<file path="config.mk">
export PLATFORM = sky130hd
export DESIGN_NAME = wsv_supervisor
export DESIGN_NICKNAME = d
export VERILOG_FILES = /design/src/common/wsv_pkg.sv /design/src/logic/wsv_supervisor.sv
export SDC_FILE = /design/constraint.sdc
export NUM_CORES = 1
export LEC_CHECK = 0
export BUFFER_PORTS_ARGS = -buffer_cell sky130_fd_sc_hd__buf_4
export CAP_MARGIN = 15
export CORE_ASPECT_RATIO = 0.9
export CORE_MARGIN = 2
export CORE_UTILIZATION = 45
export DETAILED_ROUTE_END_ITERATION = 10
export SLEW_MARGIN = 5
export SYNTH_ARGS = -nofsm -noshare
export SYNTH_HDL_FRONTEND = slang
export SYNTH_SLANG_ARGS = --single-unit
</file>
<file path="constraint.sdc">
create_clock -name core_clk -period 7.8 [get_ports core_clk]
set_input_delay 0.39 -clock core_clk [delete_from_list [all_inputs] [get_ports core_clk]]
set_output_delay 0.39 -clock core_clk [all_outputs]
set_load 0.005 [all_outputs]
</file>
<file path="src/common/wsv_pkg.sv">
// Shared constants, types and period lookup for the watchdog supervisor
`default_nettype none
package wsv_pkg;
   // Register offsets
   localparam logic [6:0] WSV_ADDR_CTRL = 7'h00;
   localparam logic [6:0] WSV_ADDR_STATE = 7'h05;
   localparam logic [6:0] WSV_ADDR_NVCFG = 7'h74;
   // Control register fields
   localparam int WSV_MODE_HI = 7;
   localparam int WSV_MODE_LO = 5;
   localparam int WSV_PER_HI = 3;
   localparam int WSV_PER_LO = 0;
   // Watchdog mode codes
   localparam logic [2:0] WSV_MODE_AUTO = 3'h1;
   localparam logic [2:0] WSV_MODE_TIMEOUT = 3'h2;
   localparam logic [2:0] WSV_MODE_WINDOW = 3'h4;
   localparam logic [3:0] WSV_PER_DEFAULT = 4'h4;
   // Operating mode codes of the mode controller
   localparam logic [2:0] WSV_OP_SLEEP = 3'h1;
   localparam logic [2:0] WSV_OP_STANDBY = 3'h4;
   localparam logic [2:0] WSV_OP_NORMAL = 3'h7;
   // Phase codes
   localparam logic [1:0] WSV_PH_OFF = 2'h0;
   localparam logic [1:0] WSV_PH_FIRST = 2'h1;
   localparam logic [1:0] WSV_PH_SECOND = 2'h2;
   // Reset cause codes
   localparam logic [4:0] WSV_RC_EARLY = 5'h0E;
   localparam logic [4:0] WSV_RC_OVERFLOW = 5'h0F;
   localparam logic [4:0] WSV_RC_ILLEGAL = 5'h10;
   // Non-volatile config fields and factory value
   localparam int WSV_NV_UV_HI = 5;
   localparam int WSV_NV_UV_LO = 4;
   localparam int WSV_NV_FNM = 3;
   localparam int WSV_NV_SDM = 2;
   localparam int WSV_NV_SLP = 0;
   localparam logic [7:0] WSV_NV_MASK = 8'h3D;
   localparam logic [7:0] WSV_NV_FACTORY = 8'h08;
   // Timing
   localparam int WSV_CLK_HZ = 25000000;
   localparam int WSV_MS_PER_S = 1000;
   localparam int WSV_TICK_CYCLES = WSV_CLK_HZ / WSV_MS_PER_S;

   // Behaviour of the watchdog counter
   typedef enum logic [1:0] {
      WSV_BEH_OFF = 2'b00,
      WSV_BEH_TIMEOUT = 2'b01,
      WSV_BEH_WINDOW = 2'b10
   } wsv_beh_t;

   // One register access from the serial interface
   typedef struct packed {
      logic wr;
      logic rd;
      logic [6:0] addr;
      logic [7:0] wdata;
   } wsv_reg_req_t;

   // Period code to milliseconds; zero marks an invalid code
   function automatic logic [12:0] wsv_period_ms(input logic [3:0] code);
      case (code)
         4'h8: wsv_period_ms = 13'h0008;
         4'h1: wsv_period_ms = 13'h0010;
         4'h2: wsv_period_ms = 13'h0020;
         4'hB: wsv_period_ms = 13'h0040;
         4'h4: wsv_period_ms = 13'h0080;
         4'hD: wsv_period_ms = 13'h0100;
         4'hE: wsv_period_ms = 13'h0400;
         4'h7: wsv_period_ms = 13'h1000;
         default: wsv_period_ms = 13'h0000;
      endcase
   endfunction
endpackage
`default_nettype wire

</file>
<file path="src/logic/wsv_supervisor.sv">
// Watchdog supervisor with mode control, period timer and config bits
`default_nettype none

// Notes on behaviour
// - Each valid write to the watchdog control register, except a change in Normal, restarts the timer.
// - A valid write changing mode or period takes effect immediately outside Normal; in Normal it is discarded.
// - Mode resets to Timeout, or Autonomous if software-development enabled.
// - Period field accepts only eight redundant codes; 128 ms default.
// - Invalid mode or period code discards the write, raises serial fault.
// - Changing mode or period in Normal forces reset, cause 10000.
// - Forced-normal control disables the watchdog in every operating mode.
// - Window selected: Window in Normal, Timeout in Standby/Sleep, else off.
// - Timeout selected: Timeout in Normal, Standby, Sleep, else off.
// - Autonomous: Timeout in Normal or Standby with receive low, unless software-development set; else off.
// - Window: trigger in first half causes a system reset.
// - Window: second-half trigger restarts; overflow resets.
// - Reset cause 01110 for early trigger, 01111 for overflow.
// - Timeout: trigger restarts anytime; first overflow sets failure flag.
// - Timeout: overflow with failure flag already set causes reset.
// - Phase reads 00 off, 01 first half, 10 second half.
// - Status bits 3 and 2 show forced-normal and software-development.
// - Forced-normal and software-development bits live in non-volatile config.
// - Sleep-inhibit bit 0 set makes Sleep commands ignored.
// - Config bits 5:4 load the undervoltage threshold at start-up.
module wsv_supervisor #(
   parameter int TICK_CYCLES = wsv_pkg::WSV_TICK_CYCLES // Clocks per millisecond
) (
   input wire logic core_clk, // 25 MHz clock
   input wire logic reset_n, // Synchronous system reset
   input wire logic power_up, // High on the reset that follows power-on
   input wire wsv_pkg::wsv_reg_req_t reg_req, // Register access
   output logic [7:0] reg_rdata, // Read data, valid cycle after rd
   input wire logic [2:0] op_mode, // Current operating mode
   input wire logic rxd_pin, // Receive pin level, asynchronous
   input wire logic serial_fault_en, // Serial fault event enable
   input wire logic wd_fail_clr, // Clear pulse for the failure flag
   output logic wd_reset_req, // One-cycle system reset request
   output logic [4:0] reset_cause, // Cause of last watchdog reset
   output logic serial_fault_event, // One-cycle serial fault event
   output logic wd_failure_flag, // Watchdog failure pending
   output logic sleep_inhibit, // Sleep commands to be ignored
   output logic [1:0] uv_threshold_sel // Undervoltage threshold selection
);

   // ----------------------------------------------------------------
   // Storage
   // ----------------------------------------------------------------
   logic [2:0] mode_q;
   logic [3:0] period_q;
   logic [7:0] nv_q;
   logic [14:0] tick_q;
   logic [12:0] ms_q;
   logic rxd_s1_q, rxd_s2_q;
   logic [7:0] rdata_q;
   logic rst_req_q, sf_q, wdf_q;
   logic [4:0] cause_q;
   logic [1:0] uv_q;

   // ----------------------------------------------------------------
   // Decode of control writes
   // ----------------------------------------------------------------
   wire logic [2:0] new_mode = reg_req.wdata[wsv_pkg::WSV_MODE_HI:wsv_pkg::WSV_MODE_LO];
   wire logic [3:0] new_per = reg_req.wdata[wsv_pkg::WSV_PER_HI:wsv_pkg::WSV_PER_LO];
   wire logic ctrl_wr = reg_req.wr && (reg_req.addr == wsv_pkg::WSV_ADDR_CTRL);
   wire logic nv_wr = reg_req.wr && (reg_req.addr == wsv_pkg::WSV_ADDR_NVCFG);
   wire logic mode_ok = (new_mode == wsv_pkg::WSV_MODE_AUTO) ||
                        (new_mode == wsv_pkg::WSV_MODE_TIMEOUT) ||
                        (new_mode == wsv_pkg::WSV_MODE_WINDOW);
   wire logic per_ok = wsv_pkg::wsv_period_ms(new_per) != 13'h0000;
   wire logic bad_wr = ctrl_wr && !(mode_ok && per_ok);
   wire logic changed = (new_mode != mode_q) || (new_per != period_q);
   wire logic in_normal = (op_mode == wsv_pkg::WSV_OP_NORMAL);
   wire logic illegal_wr = ctrl_wr && mode_ok && per_ok && in_normal && changed;
   wire logic trig = ctrl_wr && mode_ok && per_ok && !illegal_wr;

   // ----------------------------------------------------------------
   // Effective behaviour from mode, operating mode and config
   // ----------------------------------------------------------------
   wire logic forced_normal_state = nv_q[wsv_pkg::WSV_NV_FNM];
   wire logic sw_dev_state = nv_q[wsv_pkg::WSV_NV_SDM];
   wire logic in_stby = (op_mode == wsv_pkg::WSV_OP_STANDBY);
   wire logic in_sleep = (op_mode == wsv_pkg::WSV_OP_SLEEP);
   wsv_pkg::wsv_beh_t beh;
   always_comb
   begin
      beh = wsv_pkg::WSV_BEH_OFF;
      if (forced_normal_state)
         beh = wsv_pkg::WSV_BEH_OFF;
      else if (mode_q == wsv_pkg::WSV_MODE_WINDOW)
         beh = in_normal ? wsv_pkg::WSV_BEH_WINDOW :
               (in_stby || in_sleep) ? wsv_pkg::WSV_BEH_TIMEOUT : wsv_pkg::WSV_BEH_OFF;
      else if (mode_q == wsv_pkg::WSV_MODE_TIMEOUT)
         beh = (in_normal || in_stby || in_sleep) ?
               wsv_pkg::WSV_BEH_TIMEOUT : wsv_pkg::WSV_BEH_OFF;
      else if (!sw_dev_state && (in_normal || (in_stby && !rxd_s2_q)))
         beh = wsv_pkg::WSV_BEH_TIMEOUT;
   end

   // ----------------------------------------------------------------
   // Timer position and events
   // ----------------------------------------------------------------
   wire logic [12:0] per_ms = wsv_pkg::wsv_period_ms(period_q);
   wire logic first_half = ms_q < (per_ms >> 1);
   wire logic ms_tick = (tick_q == 15'(TICK_CYCLES - 1));
   wire logic running = (beh != wsv_pkg::WSV_BEH_OFF);
   wire logic ovf = running && ms_tick && (ms_q == per_ms - 13'h0001);
   wire logic is_win = (beh == wsv_pkg::WSV_BEH_WINDOW);
   wire logic is_to = (beh == wsv_pkg::WSV_BEH_TIMEOUT);
   wire logic early = trig && is_win && first_half;
   wire logic win_ovf = ovf && is_win && !trig;
   wire logic to_ovf = ovf && is_to && !trig;
   wire logic to_fail = to_ovf && wdf_q;
   wire logic restart = trig || !running || (to_ovf && !wdf_q);
   wire logic [1:0] phase = !running ? wsv_pkg::WSV_PH_OFF :
                            first_half ? wsv_pkg::WSV_PH_FIRST : wsv_pkg::WSV_PH_SECOND;
   wire logic [7:0] state_rd = {4'h0, forced_normal_state, sw_dev_state, phase};
   wire logic [7:0] ctrl_rd = {mode_q, 1'b0, period_q};
   wire logic [7:0] rd_mux = (reg_req.addr == wsv_pkg::WSV_ADDR_CTRL) ? ctrl_rd :
                             (reg_req.addr == wsv_pkg::WSV_ADDR_STATE) ? state_rd :
                             (reg_req.addr == wsv_pkg::WSV_ADDR_NVCFG) ? nv_q : 8'h00;

   // Receive pin synchroniser
   always_ff @(posedge core_clk)
   begin
      rxd_s1_q <= rxd_pin;
      rxd_s2_q <= rxd_s1_q;
   end

   // Non-volatile config: factory value only on power-up
   always_ff @(posedge core_clk)
   begin
      if (!reset_n && power_up)
         nv_q <= wsv_pkg::WSV_NV_FACTORY;
      else if (reset_n && nv_wr)
         nv_q <= reg_req.wdata & wsv_pkg::WSV_NV_MASK;
   end

   // Start-up threshold capture and sleep inhibit
   always_ff @(posedge core_clk)
   begin
      if (!reset_n)
         uv_q <= nv_q[wsv_pkg::WSV_NV_UV_HI:wsv_pkg::WSV_NV_UV_LO];
   end
   assign uv_threshold_sel = uv_q;
   assign sleep_inhibit = nv_q[wsv_pkg::WSV_NV_SLP];

   // Mode and period; new values apply at once
   always_ff @(posedge core_clk)
   begin
      if (!reset_n)
      begin
         mode_q <= sw_dev_state ? wsv_pkg::WSV_MODE_AUTO : wsv_pkg::WSV_MODE_TIMEOUT;
         period_q <= wsv_pkg::WSV_PER_DEFAULT;
      end
      else if (trig)
      begin
         mode_q <= new_mode;
         period_q <= new_per;
      end
   end

   // Millisecond divider and period counter
   always_ff @(posedge core_clk)
   begin
      if (!reset_n || restart || win_ovf || to_fail)
      begin
         tick_q <= 15'h0000;
         ms_q <= 13'h0000;
      end
      else if (ms_tick)
      begin
         tick_q <= 15'h0000;
         ms_q <= ms_q + 13'h0001;
      end
      else
         tick_q <= tick_q + 15'h0001;
   end

   // Failure flag; a set wins over a clear
   always_ff @(posedge core_clk)
   begin
      if (!reset_n)
         wdf_q <= 1'b0;
      else if (to_ovf && !wdf_q)
         wdf_q <= 1'b1;
      else if (wd_fail_clr)
         wdf_q <= 1'b0;
   end

   // Reset request, cause and serial fault event
   always_ff @(posedge core_clk)
   begin
      if (!reset_n)
      begin
         rst_req_q <= 1'b0;
         sf_q <= 1'b0;
         cause_q <= 5'h00;
      end
      else
      begin
         rst_req_q <= illegal_wr || early || win_ovf || to_fail;
         sf_q <= (bad_wr || illegal_wr) && serial_fault_en;
         if (illegal_wr)
            cause_q <= wsv_pkg::WSV_RC_ILLEGAL;
         else if (early)
            cause_q <= wsv_pkg::WSV_RC_EARLY;
         else if (win_ovf || to_fail)
            cause_q <= wsv_pkg::WSV_RC_OVERFLOW;
      end
   end

   // Registered read data
   always_ff @(posedge core_clk)
   begin
      if (!reset_n)
         rdata_q <= 8'h00;
      else if (reg_req.rd)
         rdata_q <= rd_mux;
   end

   assign reg_rdata = rdata_q;
   assign wd_reset_req = rst_req_q;
   assign reset_cause = cause_q;
   assign serial_fault_event = sf_q;
   assign wd_failure_flag = wdf_q;
endmodule
`default_nettype wire

</file>
==> results of run 1 <==
==> state kept, by name (all words and copies together) (netlist names), 2 cells and up <==
register	cells
reg_rdata	8
ms_q	13
reset_cause	3
uv_threshold_sel	2
tick_q	15
per_ms	8
period_q	4
mode_q	3
nv_q	5
==> per-layer routing <==
| metal | routed length [um] | GRT usage | share of wire | vias to the layer above |
|---|---|---|---|---|
| met5 | 0 | 0 | 0 | - |
| met4 | 88 | 0.0659 | 0.012 | 0 |
| met3 | 335 | 0.0624 | 0.045 | 10 |
| met2 | 3420 | 0.330 | 0.46 | 47 |
| met1 | 3640 | 0.268 | 0.49 | 1296 |
| li1 | - | - | - | 1425 |
==> area by class of cell <==
| cell class | instances | area (um2) | area share |
|---|---|---|---|
| clock buffers | 10 | 128 | 0.0326 |
| clock inverters | 6 | 42.5 | 0.0109 |
| inverters | 18 | 67.6 | 0.0173 |
| multi-input cells | 286 | 1860 | 0.475 |
| flip-flops and latches | 66 | 1370 | 0.350 |
| well taps | 93 | 116 | 0.0297 |
| repair buffers | 44 | 330 | 0.0844 |
==> per-stage QoR <==
stage          setup slack, ns  hold slack (ns)  instance area [um2]
2_1_floorplan             5.29            0.310                 3350
3_3_place_gp              5.03            0.313                 3740
3_5_place_dp              4.92            0.321                 3740
4_1_cts                   4.90            0.126                 3920
5_1_grt                   4.50            0.125                 3920
6_report                  4.91            0.140                 3920
==> power breakdown <==
| group | switching [mW] | leakage, nW | internal [mW] |
|---|---|---|---|
| logic | 0.0162 | 0.800 | 0.0181 |
| registers | 0.00344 | 0.543 | 0.345 |
| clock network | 0.136 | 0.0827 | 0.116 |
| total | 0.156 | 1.43 | 0.478 |
==> worst max path at each step <==
stage | start | end | slack [ns]
after global placement | per_ms[3] | ms_q[12] | 5.03
final | per_ms[3] | ms_q[9] | 4.91
after detailed placement | per_ms[3] | ms_q[9] | 4.92
after CTS | per_ms[3] | ms_q[9] | 4.90
after global routing | per_ms[3] | ms_q[9] | 4.50
after floorplan | per_ms[3] | reset_cause[0] | 5.29
==> Yosys cell counts (9+ instances only) <==
cell and instances:
xor2_1 20, nor2_1 55, ha_1 10, nor3_1 12
dfxtp_1 61, inv_1 17, nand3_1 12, o21ai_0 9
xnor2_1 26, nor4_1 13, nand2_1 31, a21oi_1 11
==> cells in the final DEF, fill, tap and decap left out, types with 2 or more instances in the layout <==
cell / count
dfxtp_1: 61
nor2_1: 55
buf_4: 44
nand2_1: 31
xnor2_1: 26
xor2_1: 20
inv_1: 17
nor4_1: 13
nor3_1: 12
nand3_1: 12
a21oi_1: 11
ha_1: 10
o21ai_0: 9
clkbuf_8: 9
nand4_1: 7
and3_1: 6
nor2b_1: 6
nand2b_1: 6
mux2_2: 5
edfxtp_1: 5
and2_1: 4
a22oi_1: 4
mux2i_1: 4
o211ai_1: 3
a31oi_1: 3
a211oi_1: 3
and4_1: 2
nor4b_1: 2
nand4b_1: 2
or4_4: 2
o31ai_1: 2
or3_1: 2
a41oi_1: 2
nor3b_1: 2
o31a_1: 2
clkinv_2: 2
clkinvlp_4: 2
==> cells by family after synthesis <==
family | count (synthesis) | synth area share
AND/OR/NAND/NOR | 173 | 0.266
AO/OA/AOI/OAI | 48 | 0.102
flip-flops | 66 | 0.409
XOR/XNOR | 46 | 0.120
adder cells (fa/ha/maj) | 10 | 0.0373
buffers and inverters | 30 | 0.0369
multiplexers | 9 | 0.0287
==> results by stage, run 1 <==
CTS:
- The cell sitting at the root of the clock tree is a clkbuf_8.
- For the worst-skew pair, the clock arrives at the later sink with an insertion delay of 0.35 ns.
- The worst-case clock buffer depth is 2.
- The post-cts hold buffer count is 0.
- Clock-pin slew was measured on the worst setup and hold paths at 0.07 ns.
- TritonCTS built the clock tree.
- The number of resized instances in the post-cts repair step is 0.
- In this run the post-CTS setup repair buffer count came out at 0.
- The depth of the CTS H-tree is 3.
- The total clock buffers created by CTS is 9.
- CTS saw 66 sinks.

Hold path:
- The endpoint with the worst hold slack is rxd_s1_q.
- The start point of the worst min-delay path is rxd_pin.
- The number of instances on the worst hold path is 1.
- The worst hold-check path type is in -> reg.

Setup path:
- STA puts the critical path data required time at 8.00 ns.
- The critical path arrival is 3.09 ns.
- The worst-case reg-to-reg path depth is 8.
- The critical path startpoint category is a register.
- The critical-path maximum fanout is 12.
- The largest individual stage delay along the critical path comes from the cell o2111ai_1.
- The critical path crosses 8 cells after its start point.
- The worst register-to-register path has a setup slack of 4.91 ns.
- The critical path goes through inv_1, ha_1, and2b_4, or3_1, a31oi_1, o2111ai_2, o2111ai_1, nor2_1.
- The critical path start-end classification is reg -> reg.
- The longest individual stage delay on the worst path is 0.85 ns.
- The family of cells with the greatest summed delay on the critical path is compound AO/OA/AOI/OAI gates.
- The endpoint kind of the worst setup timing path is a register.
- The combined buffer and inverter count along the critical path is 1.
- The startpoint of the worst register-to-register path is per_ms[3].
- The reg-to-reg critical path endpoint is ms_q[9].

STA:
- Setup repair after global routing left no endpoint under its margin.
- The setup violation total in the final timing report is 0.
- The max-slew violation count is 0.
- The hold violation count in the final report is 0.
- The headroom to the max-slew limit is 0.336.
- The aggregate negative setup slack is 0 ns.
- For the final database, setup skew stands at 0.00939 ns.
- The minimum period implied by the final worst setup slack is 2.89 ns.
- The achievable clock frequency is 346 MHz.
- The slew at the pin with the worst max-slew slack is 0.995 ns.
- Of the available clock period, the critical path in the final layout requires 0.371.

Logic synthesis:
- After synthesis, the mean cell area works out to 8.78 um2.
- The number of nets in the synthesized netlist is 418.
- Counting flops and latches in the post-synthesis netlist gives 66.
- Synthesis produced a netlist whose cell count is 382.
- The number of enable-type register cells in the synthesized netlist is 5.
- In this run, distinct cell masters in the synthesized netlist total 55.
- Of all cell types, the one taking the most synthesized area is dfxtp_1.
- Of the synthesized area, sequential elements account for 0.409.
- The post-synthesis cell area is 3350 um2.
- The share of synthesized area in the top cell type comes to 0.364.
- Sorting the synthesized cells by area gives the leading types as dfxtp_1 36%, xnor2_1 6.8%, nor2_1 6.2%.
- The fraction of synthesis flops using an asynchronous set or reset pin is 0.
- Among all flip-flop cells after synthesis, the most frequent one is dfxtp_1.
- The Yosys warning count is 0.

Die:
- The vertical die dimension is 85.9 um.
- The I/O pin count is 45.
- The floorplan die area is 8160 um2.
- For this configuration, the core starts out at a cell density of 0.469.
- The die extent in x is 95.0 um.
- The total area inside the core boundary comes to 7150 um2.
- The initialized floorplan defines 29 standard-cell rows.

Global routing:
- The via count of the first global-routing pass is 2770.
- After global routing the overflow that remains totals 0.
- The global router's overall resource usage is 0.207.
- The first global-routing pass estimated 13.1 mm of wire.
- The initial antenna violation count is 0.
- Entering global routing, the biggest net connects 24 pins.

Drt:
- Summing over every cut layer, the via total after detailed routing is 2778.
- The first-pass iteration count of the detailed router is 4.
- The number of DRC markers in iteration 0 is 118.
- Dividing the detail-routed wire length by the instance count gives 14.3 um.
- The final layout contains routed wiring with a total length of 7.49 mm.
- The average vias per placed instance is 5.31.
- The detail route stage leaves a number of antenna-violating nets equal to 0.
- The remaining routing DRC violations is 0.

Power and ir drop:
- Power spread over the standard cell area amounts to 162 nW/um2.
- The static power due to leakage is 1.43 nW.
- Total power for the finished layout comes to 0.634 mW.
- The peak supply drop is 0.0000958 V.

Finish:
- The area growth from synthesis to layout is 16.7%.
- The number of inserted filler cells in the final layout is 677.
- After the last flow step, the layout net total stands at 461.
- Of the cells placed in the final design, the portion with a size suffix greater than 1 is 0.177.
- The share of the core filled with cells is 0.548.
- Leaving out filler cells and counting taps, the final layout contains 523.
- The antenna diode instance count is 0.

Placement:
- The wire-length estimate of the detail-placed layout is 5.56 mm.
- At the end of routability-driven placement, the weighted congestion stood at 0.843.
- The number of port buffers is 44.
- After detailed placement, the design holds a cell count of 507.

Job:
- The tool flagged a number of max-cap violations equal to 0.

Outcome:
- The flow ran to the end, and the final reports show no timing, DRC or antenna violations.
(Power assumes the default switching activity.)
==> inputs of run 2 (changes only) <==
==> constraint.sdc (replaced) <==
create_clock -name core_clk -period 2.9 [get_ports core_clk]
set_input_delay 0.145 -clock core_clk [delete_from_list [all_inputs] [get_ports core_clk]]
set_output_delay 0.145 -clock core_clk [all_outputs]
set_load 0.005 [all_outputs]
==> results by stage, run 2 (synthesized netlist as in run 1, its figures left out) <==
STA:
- The hold violation count in the final report is 0.
- The setup violation total in the final timing report is 0.
- The worst clock skew is 0.00824 ns.
- In the post-route analysis, the smallest setup slack over all paths is 0.292 ns.
- The headroom to the max-slew limit is 0.606.
- The slew at the pin with the worst max-slew slack is 0.590 ns.
- The achievable clock frequency is 383 MHz.
- Subtracting the final worst setup slack from the clock period gives 2.61 ns.
- Setup repair after global routing left no endpoint under its margin.
- For the final routed database, the setup TNS stands at 0 ns.
- The portion of the clock cycle consumed by the worst path in the final layout is 0.899.
- The max-slew violation count was 0.

Drt:
- The post-route antenna net violation count is 0.
- The detailed router placed 2819 vias in this run.
- The average vias per placed instance is 5.35.
- After detailed routing, the average wire length per cell comes to 14.1 um.
- The overall routed net length is 7.45 mm.
- The number of DRC markers in iteration 0 is 174.
- The first-pass iteration count of the detailed router is 4.
- The remaining routing DRC violations is 0.

Outcome:
- The flow ran to the end, and the final reports show no timing, DRC or antenna violations.

Finish:
- From synthesis to final layout, the design area changed by 18.5%.
- The number of flip-flops in the largest register is 15.
- The sequential cells in the finished layout cover a total of 1370 um2.
- In the final layout, the share of cells above drive strength 1 is 0.184.
- The antenna diode instance count is 0.
- The library cell used most frequently in the layout, excluding fill and tap cells, is dfxtp_1.
- Counting flops per register, the top entry is tick_q.
- The multi-input combinational cells in the finished layout cover a total of 1860 um2.
- The number of nets in the layout is 465.
- The design area is 3980 um2.
- The library cells used most frequently in the layout, excluding fill and tap cells, are 61 x dfxtp_1, 55 x nor2_1, 47 x buf_4, 31 x nand2_1, 26 x xnor2_1.
- Once layout is complete, the utilization of the core stands at 0.556.
- The largest registers in the layout are tick_q (15), ms_q (13).
- Counting the fill cells in the layout gives 681.

Global routing:
- The initial antenna violation count is 0.
- The via count of the first global-routing pass is 2690.
- Across every metal layer, demand over resource in global routing totals 0.201.
- Global routing finished with a remaining overflow of 0.
- Entering global routing, the biggest net connects 24 pins.
- The first global-routing pass estimated 12.8 mm of wire.

CTS:
- The clock slew seen by the registers of the worst setup and hold paths is 0.07 ns.
- The depth of the CTS H-tree is 3.
- The number of clock buffers added by TritonCTS is 9.
- The buffer type at the clock tree root is clkbuf_8.
- The clock insertion delay at the later pin of the skew report is 0.35 ns.
- The clock drives 66 sinks.
- TritonCTS built the clock tree.
- The number of post-CTS setup repair buffers is 0.
- The clock passes through at most 2 buffers.

Power and ir drop:
- For this design the static power due to leakage is 1.46 nW.
- In this run the power density over the cells is 457 nW/um2.
- Overall power consumption after layout is estimated at 1.82 mW.
- The worst-case IR drop observed on VDD is 0.000215 V.

Setup path:
- The worst setup path is launched from a register.
- Data arrives at the worst endpoint at 2.88 ns.
- The critical path start-end classification is reg -> reg.
- For the worst setup path, the data required time is 3.18 ns.
- Of all nets on the critical path, the largest fanout is 8.
- The endpoint kind of the worst setup timing path is a register.

Die:
- The I/O pin count is 45.
- For this configuration, the core starts out at a cell density of 0.469.
- The vertical die dimension is 85.9 um.
- The floorplan die area is 8160 um2.
- The floorplan step set the die width to 95.0 um.
- The floorplan row count is 29.
- The area inside the core boundary is 7150 um2.

Placement:
- The congestion estimate from routability-driven global placement came to 0.827.
- OpenSTA, run right after detailed placement, puts the worst setup slack at 0.309 ns.
- The number of port buffers is 44.
- Detailed placement ended at an HPWL of 5.61 mm.
- In this run the cell area measured after placement is 3770 um2.

Job:
- The tool flagged a number of max-cap violations equal to 0.

Hold path:
- The worst hold-check path type is in -> reg.
-- run 2: layer usage --
layer  global-route usage  up-vias  share of wire
li1                     -     1431              -
met2                0.310       53           0.45
met3               0.0448        8          0.048
met1                0.281     1327           0.48
met5                    0        -              0
met4               0.0632        0          0.015
-- run 2: power by group --
part | internal (mW) | total, mW | switching [mW] | leakage (nW)
clock | 0.403 | 0.789 | 0.386 | 0.101
sequential | 0.927 | 0.936 | 0.00905 | 0.543
combinational | 0.0503 | 0.0936 | 0.0433 | 0.818
-- run 2: worst max-delay path, cell delays in order, from the launching register on --
cell and delay (ns):
dfxtp_1 0.47, inv_1 0.08, ha_1 0.30, and2b_4 0.20
or3_1 0.34, a31oi_1 0.20, o2111ai_2 0.20, or4_4 0.54
a211oi_2 0.21
-- run 2: per-stage QoR --
step	hold WS, ns	instances
floorplan	0.173	382
global placement	0.251	510
detailed placement	0.252	510
CTS	0.0311	527
global route	0.0454	527
finish	0.0338	527
-- run 2: layout make-up --
| type | instances | area share |
|---|---|---|
| Clock buffer | 9 | 0.0312 |
| Sequential cell | 66 | 0.345 |
| Multi-Input combinational cell | 286 | 0.468 |
| Inverter | 18 | 0.0170 |
| Tap cell | 93 | 0.0293 |
| Timing Repair Buffer | 48 | 0.0913 |
| Clock inverter | 7 | 0.0189 |
-- run 2: what timing repair did --
action                                 CTS  global route
resized for setup                        0             0
hold buffers                             1             0
endpoints found under the hold margin    1             0
-- run 2: path summary, 6_finish.rpt --
check                  start             end  slack [ns]  cells past startpoint
setup / recovery   per_ms[3]  reset_cause[0]        0.29                      8
hold / removal    reg_req[4]         nv_q[4]        0.03                      3
setup reg to reg   per_ms[3]  reset_cause[0]        0.29                      8
hold reg to reg     rxd_s1_q        rxd_s2_q        0.33                      0
==> inputs of run 3 (changes only) <==
--- a/config.mk
+++ b/config.mk
@@ -7,7 +7,7 @@
 export LEC_CHECK = 0
 export BUFFER_PORTS_ARGS = -buffer_cell sky130_fd_sc_hd__buf_4
 export CAP_MARGIN = 15
-export CORE_ASPECT_RATIO = 0.9
+export CORE_ASPECT_RATIO = 1.75
 export CORE_MARGIN = 2
 export CORE_UTILIZATION = 45
 export DETAILED_ROUTE_END_ITERATION = 10
==> results by stage, run 3 (synthesized netlist as in run 1, its figures left out) <==
STA:
- The worst path needs 2.64 ns of the cycle, external delays included.
- At the pin with the least slew margin, the transition time is 0.643 ns.
- In the post-route analysis, the smallest setup slack over all paths is 0.257 ns.
- Dividing the final minimum period by the clock period gives 0.911.
- The setup violation total in the final timing report is 0.
- The worst clock skew is 0.00582 ns.
- Based on the critical path, the design can be clocked at up to 378 MHz.
- In this run the tightest slew margin relative to its limit is 0.570.
- The hold violation count in the final report is 0.
- The max-slew violation count is 0.
- Setup repair after global routing left no endpoint under its margin.
- In the final timing run, aggregate negative setup slack is 0 ns.

CTS:
- The total clock buffers created by CTS is 9.
- The TritonCTS clock tree is built.
- No sink is reached through more buffers than the 2 on the longest clock path.
- The buffer type at the clock tree root is clkbuf_16.
- The clock slew seen by the registers of the worst setup and hold paths is 0.06 ns.
- The depth of the CTS H-tree is 3.
- The later pin in the worst-skew pair is clocked with a latency of 0.33 ns.
- The number of sinks on the clock net is 66.

Power and ir drop:
- The power density over cell area is 502 nW/um2.
- The peak supply drop is 0.000379 V.
- In this run the static leakage power is 1.49 nW.
- Total power for the finished layout comes to 2.03 mW.

Drt:
- The remaining routing DRC violations is 0.
- The overall routed net length is 7.89 mm.
- After the first detailed-routing iteration, the DRC count stood at 93.
- The detail route stage leaves a number of antenna-violating nets equal to 0.
- The average vias per placed instance is 5.41.
- The pre-antenna-repair detailed-routing pass consisted of 4 iterations.
- The detailed router placed 2812 vias in this run.
- In the final routed layout, each cell accounts on average for 15.2 um.

Finish:
- The number of flip-flops in the largest register is 15.
- After the flow finishes, the layout carries non-filler instances totaling 520.
- The antenna diode instance count is 0.
- The number of inserted filler cells in the final layout is 692.
- From synthesis to final layout, the design area changed by 20.7%.
- The library cells used most frequently in the layout, excluding fill and tap cells, are 61 x dfxtp_1, 55 x nor2_1, 47 x buf_4, 31 x nand2_1, 26 x xnor2_1.
- Leaving out fill and tap cells, the most frequent cell in the layout is dfxtp_1.
- In the final layout, the registers with the most flip-flops are tick_q (15), ms_q (13).
- Of the cells placed in the final design, the portion with a size suffix greater than 1 is 0.184.
- The finished cells cover 4050 um2.
- In the final design database the tool counted 465 nets.
- The register with the most flip-flops in the final layout is tick_q.
- The sequential cells in the finished layout cover a total of 1370 um2.
- The area of the multi-input gates is 1860 um2.

Global routing:
- After global routing the overflow that remains totals 0.
- The pin count of the biggest net entering global routing is 24.
- The first-pass GRT wire length is 13.3 mm.
- The initial antenna violation count is 0.
- The via count of the first global-routing pass is 2771.
- Across every metal layer, demand over resource in global routing totals 0.205.

Hold path:
- The worst hold-check path type is in -> reg.
- The number of instances on the worst hold path is 3.
- The endpoint with the worst hold slack is nv_q[4].
- The worst hold path begins at reg_req[4].

Outcome:
- The flow ran to the end, and the final reports show no timing, DRC or antenna violations.

Die:
- The I/O pin count is 45.
- After floorplanning, the core was sized to cover 7230 um2.
- The die extent in x is 69.3 um.
- The initial utilization of the core area, before any placement, comes to 0.464.
- The floorplan step defined a die boundary enclosing 8190 um2.
- The vertical die dimension is 118 um.
- The floorplan row count is 41.

Setup path:
- The critical path startpoint category is a register.
- Across all register-to-register paths, the minimum setup slack is 0.26 ns.
- The reg-to-reg critical path endpoint is reset_cause[0].
- For the worst setup path, the data required time is 3.15 ns.
- The endpoint kind of the worst setup timing path is a register.
- The startpoint of the worst register-to-register path is per_ms[3].
- By startpoint and endpoint, the worst setup path is classified as reg -> reg.
- Of all nets on the critical path, the largest fanout is 8.
- At the worst endpoint, the arrival time is 2.90 ns.
- The worst register-to-register path has a depth of 8.

Placement:
- After legalization and detailed placement, the total HPWL measured 6.09 mm.
- Routability-driven placement finished with a final weighted congestion of 0.887.
- After detailed placement, the total cell area comes to 3760 um2.
- Including well taps, the total number of placed cells is 503.
- The number of port buffers is 44.
- The worst-case setup slack after placement is 0.226 ns.

Job:
- Across the run, the number of max-cap violations was 0.
[run 3: changes by cell type in the layout (fill, tap and decap cells not counted), sizes merged]
cell and delta:
inv -1, bufinv -1, clkinvlp +2
[run 3: how the worst max path moves through the flow]
| stage | depth (start not counted) | from | end | slack (ns) |
|---|---|---|---|---|
| floorplan | 9 | per_ms[3] | reset_cause[0] | 0.39 |
| global placement | 8 | per_ms[3] | reset_cause[0] | 0.25 |
| detailed placement | 8 | per_ms[3] | reset_cause[0] | 0.23 |
| CTS | 8 | per_ms[3] | reset_cause[0] | 0.21 |
| global route | 8 | per_ms[3] | reset_cause[0] | 0.09 |
| finish | 8 | per_ms[3] | reset_cause[0] | 0.26 |
[run 3: critical path, stage by stage, from the launching register on]
cell and delay [ns]:
dfxtp_1 0.47, inv_1 0.08, ha_1 0.30, xor2_1 0.13
nand2_1 0.07, nor4_1 0.46, o2111ai_2 0.28, or4_4 0.55
a211oi_2 0.22
[run 3: power breakdown]
part           total, mW  leakage, nW  switching, mW  internal (mW)
Clock               1.00        0.128          0.420          0.583
Sequential         0.936        0.543        0.00722          0.928
Combinational     0.0952        0.818         0.0449         0.0503
[run 3: layout make-up]
type / instances / share of cell area
Clock inverter: 7 / 0.0133
Timing Repair Buffer: 48 / 0.0896
Multi-Input combinational cell: 286 / 0.459
Inverter: 18 / 0.0167
Tap cell: 86 / 0.0266
Clock buffer: 9 / 0.0556
Sequential cell: 66 / 0.339
[run 3: timing repair]
item / CTS / global route
buffers inserted: 0 / 0
resized for setup: 0 / 0
endpoints found under the setup margin: 0 / 0
hold endpoints to repair: 1 / 0
hold buffers: 1 / 0
[run 3: metal layers]
layer,wire length (um),global-route usage,part of all wire,up-vias
met4,269,0.100,0.034,0
met1,3120,0.211,0.40,1304
li1,-,-,-,1436
met2,4280,0.380,0.54,56
met5,0,0,0,-
met3,223,0.0477,0.028,16
[run 3: metrics by stage]
step                      hold slack, ns   util
after global routing              0.0472  0.560
final                             0.0508  0.560
after detailed placement           0.253  0.520
after CTS                         0.0384  0.560
after global placement             0.251  0.520
after floorplan                    0.173      -
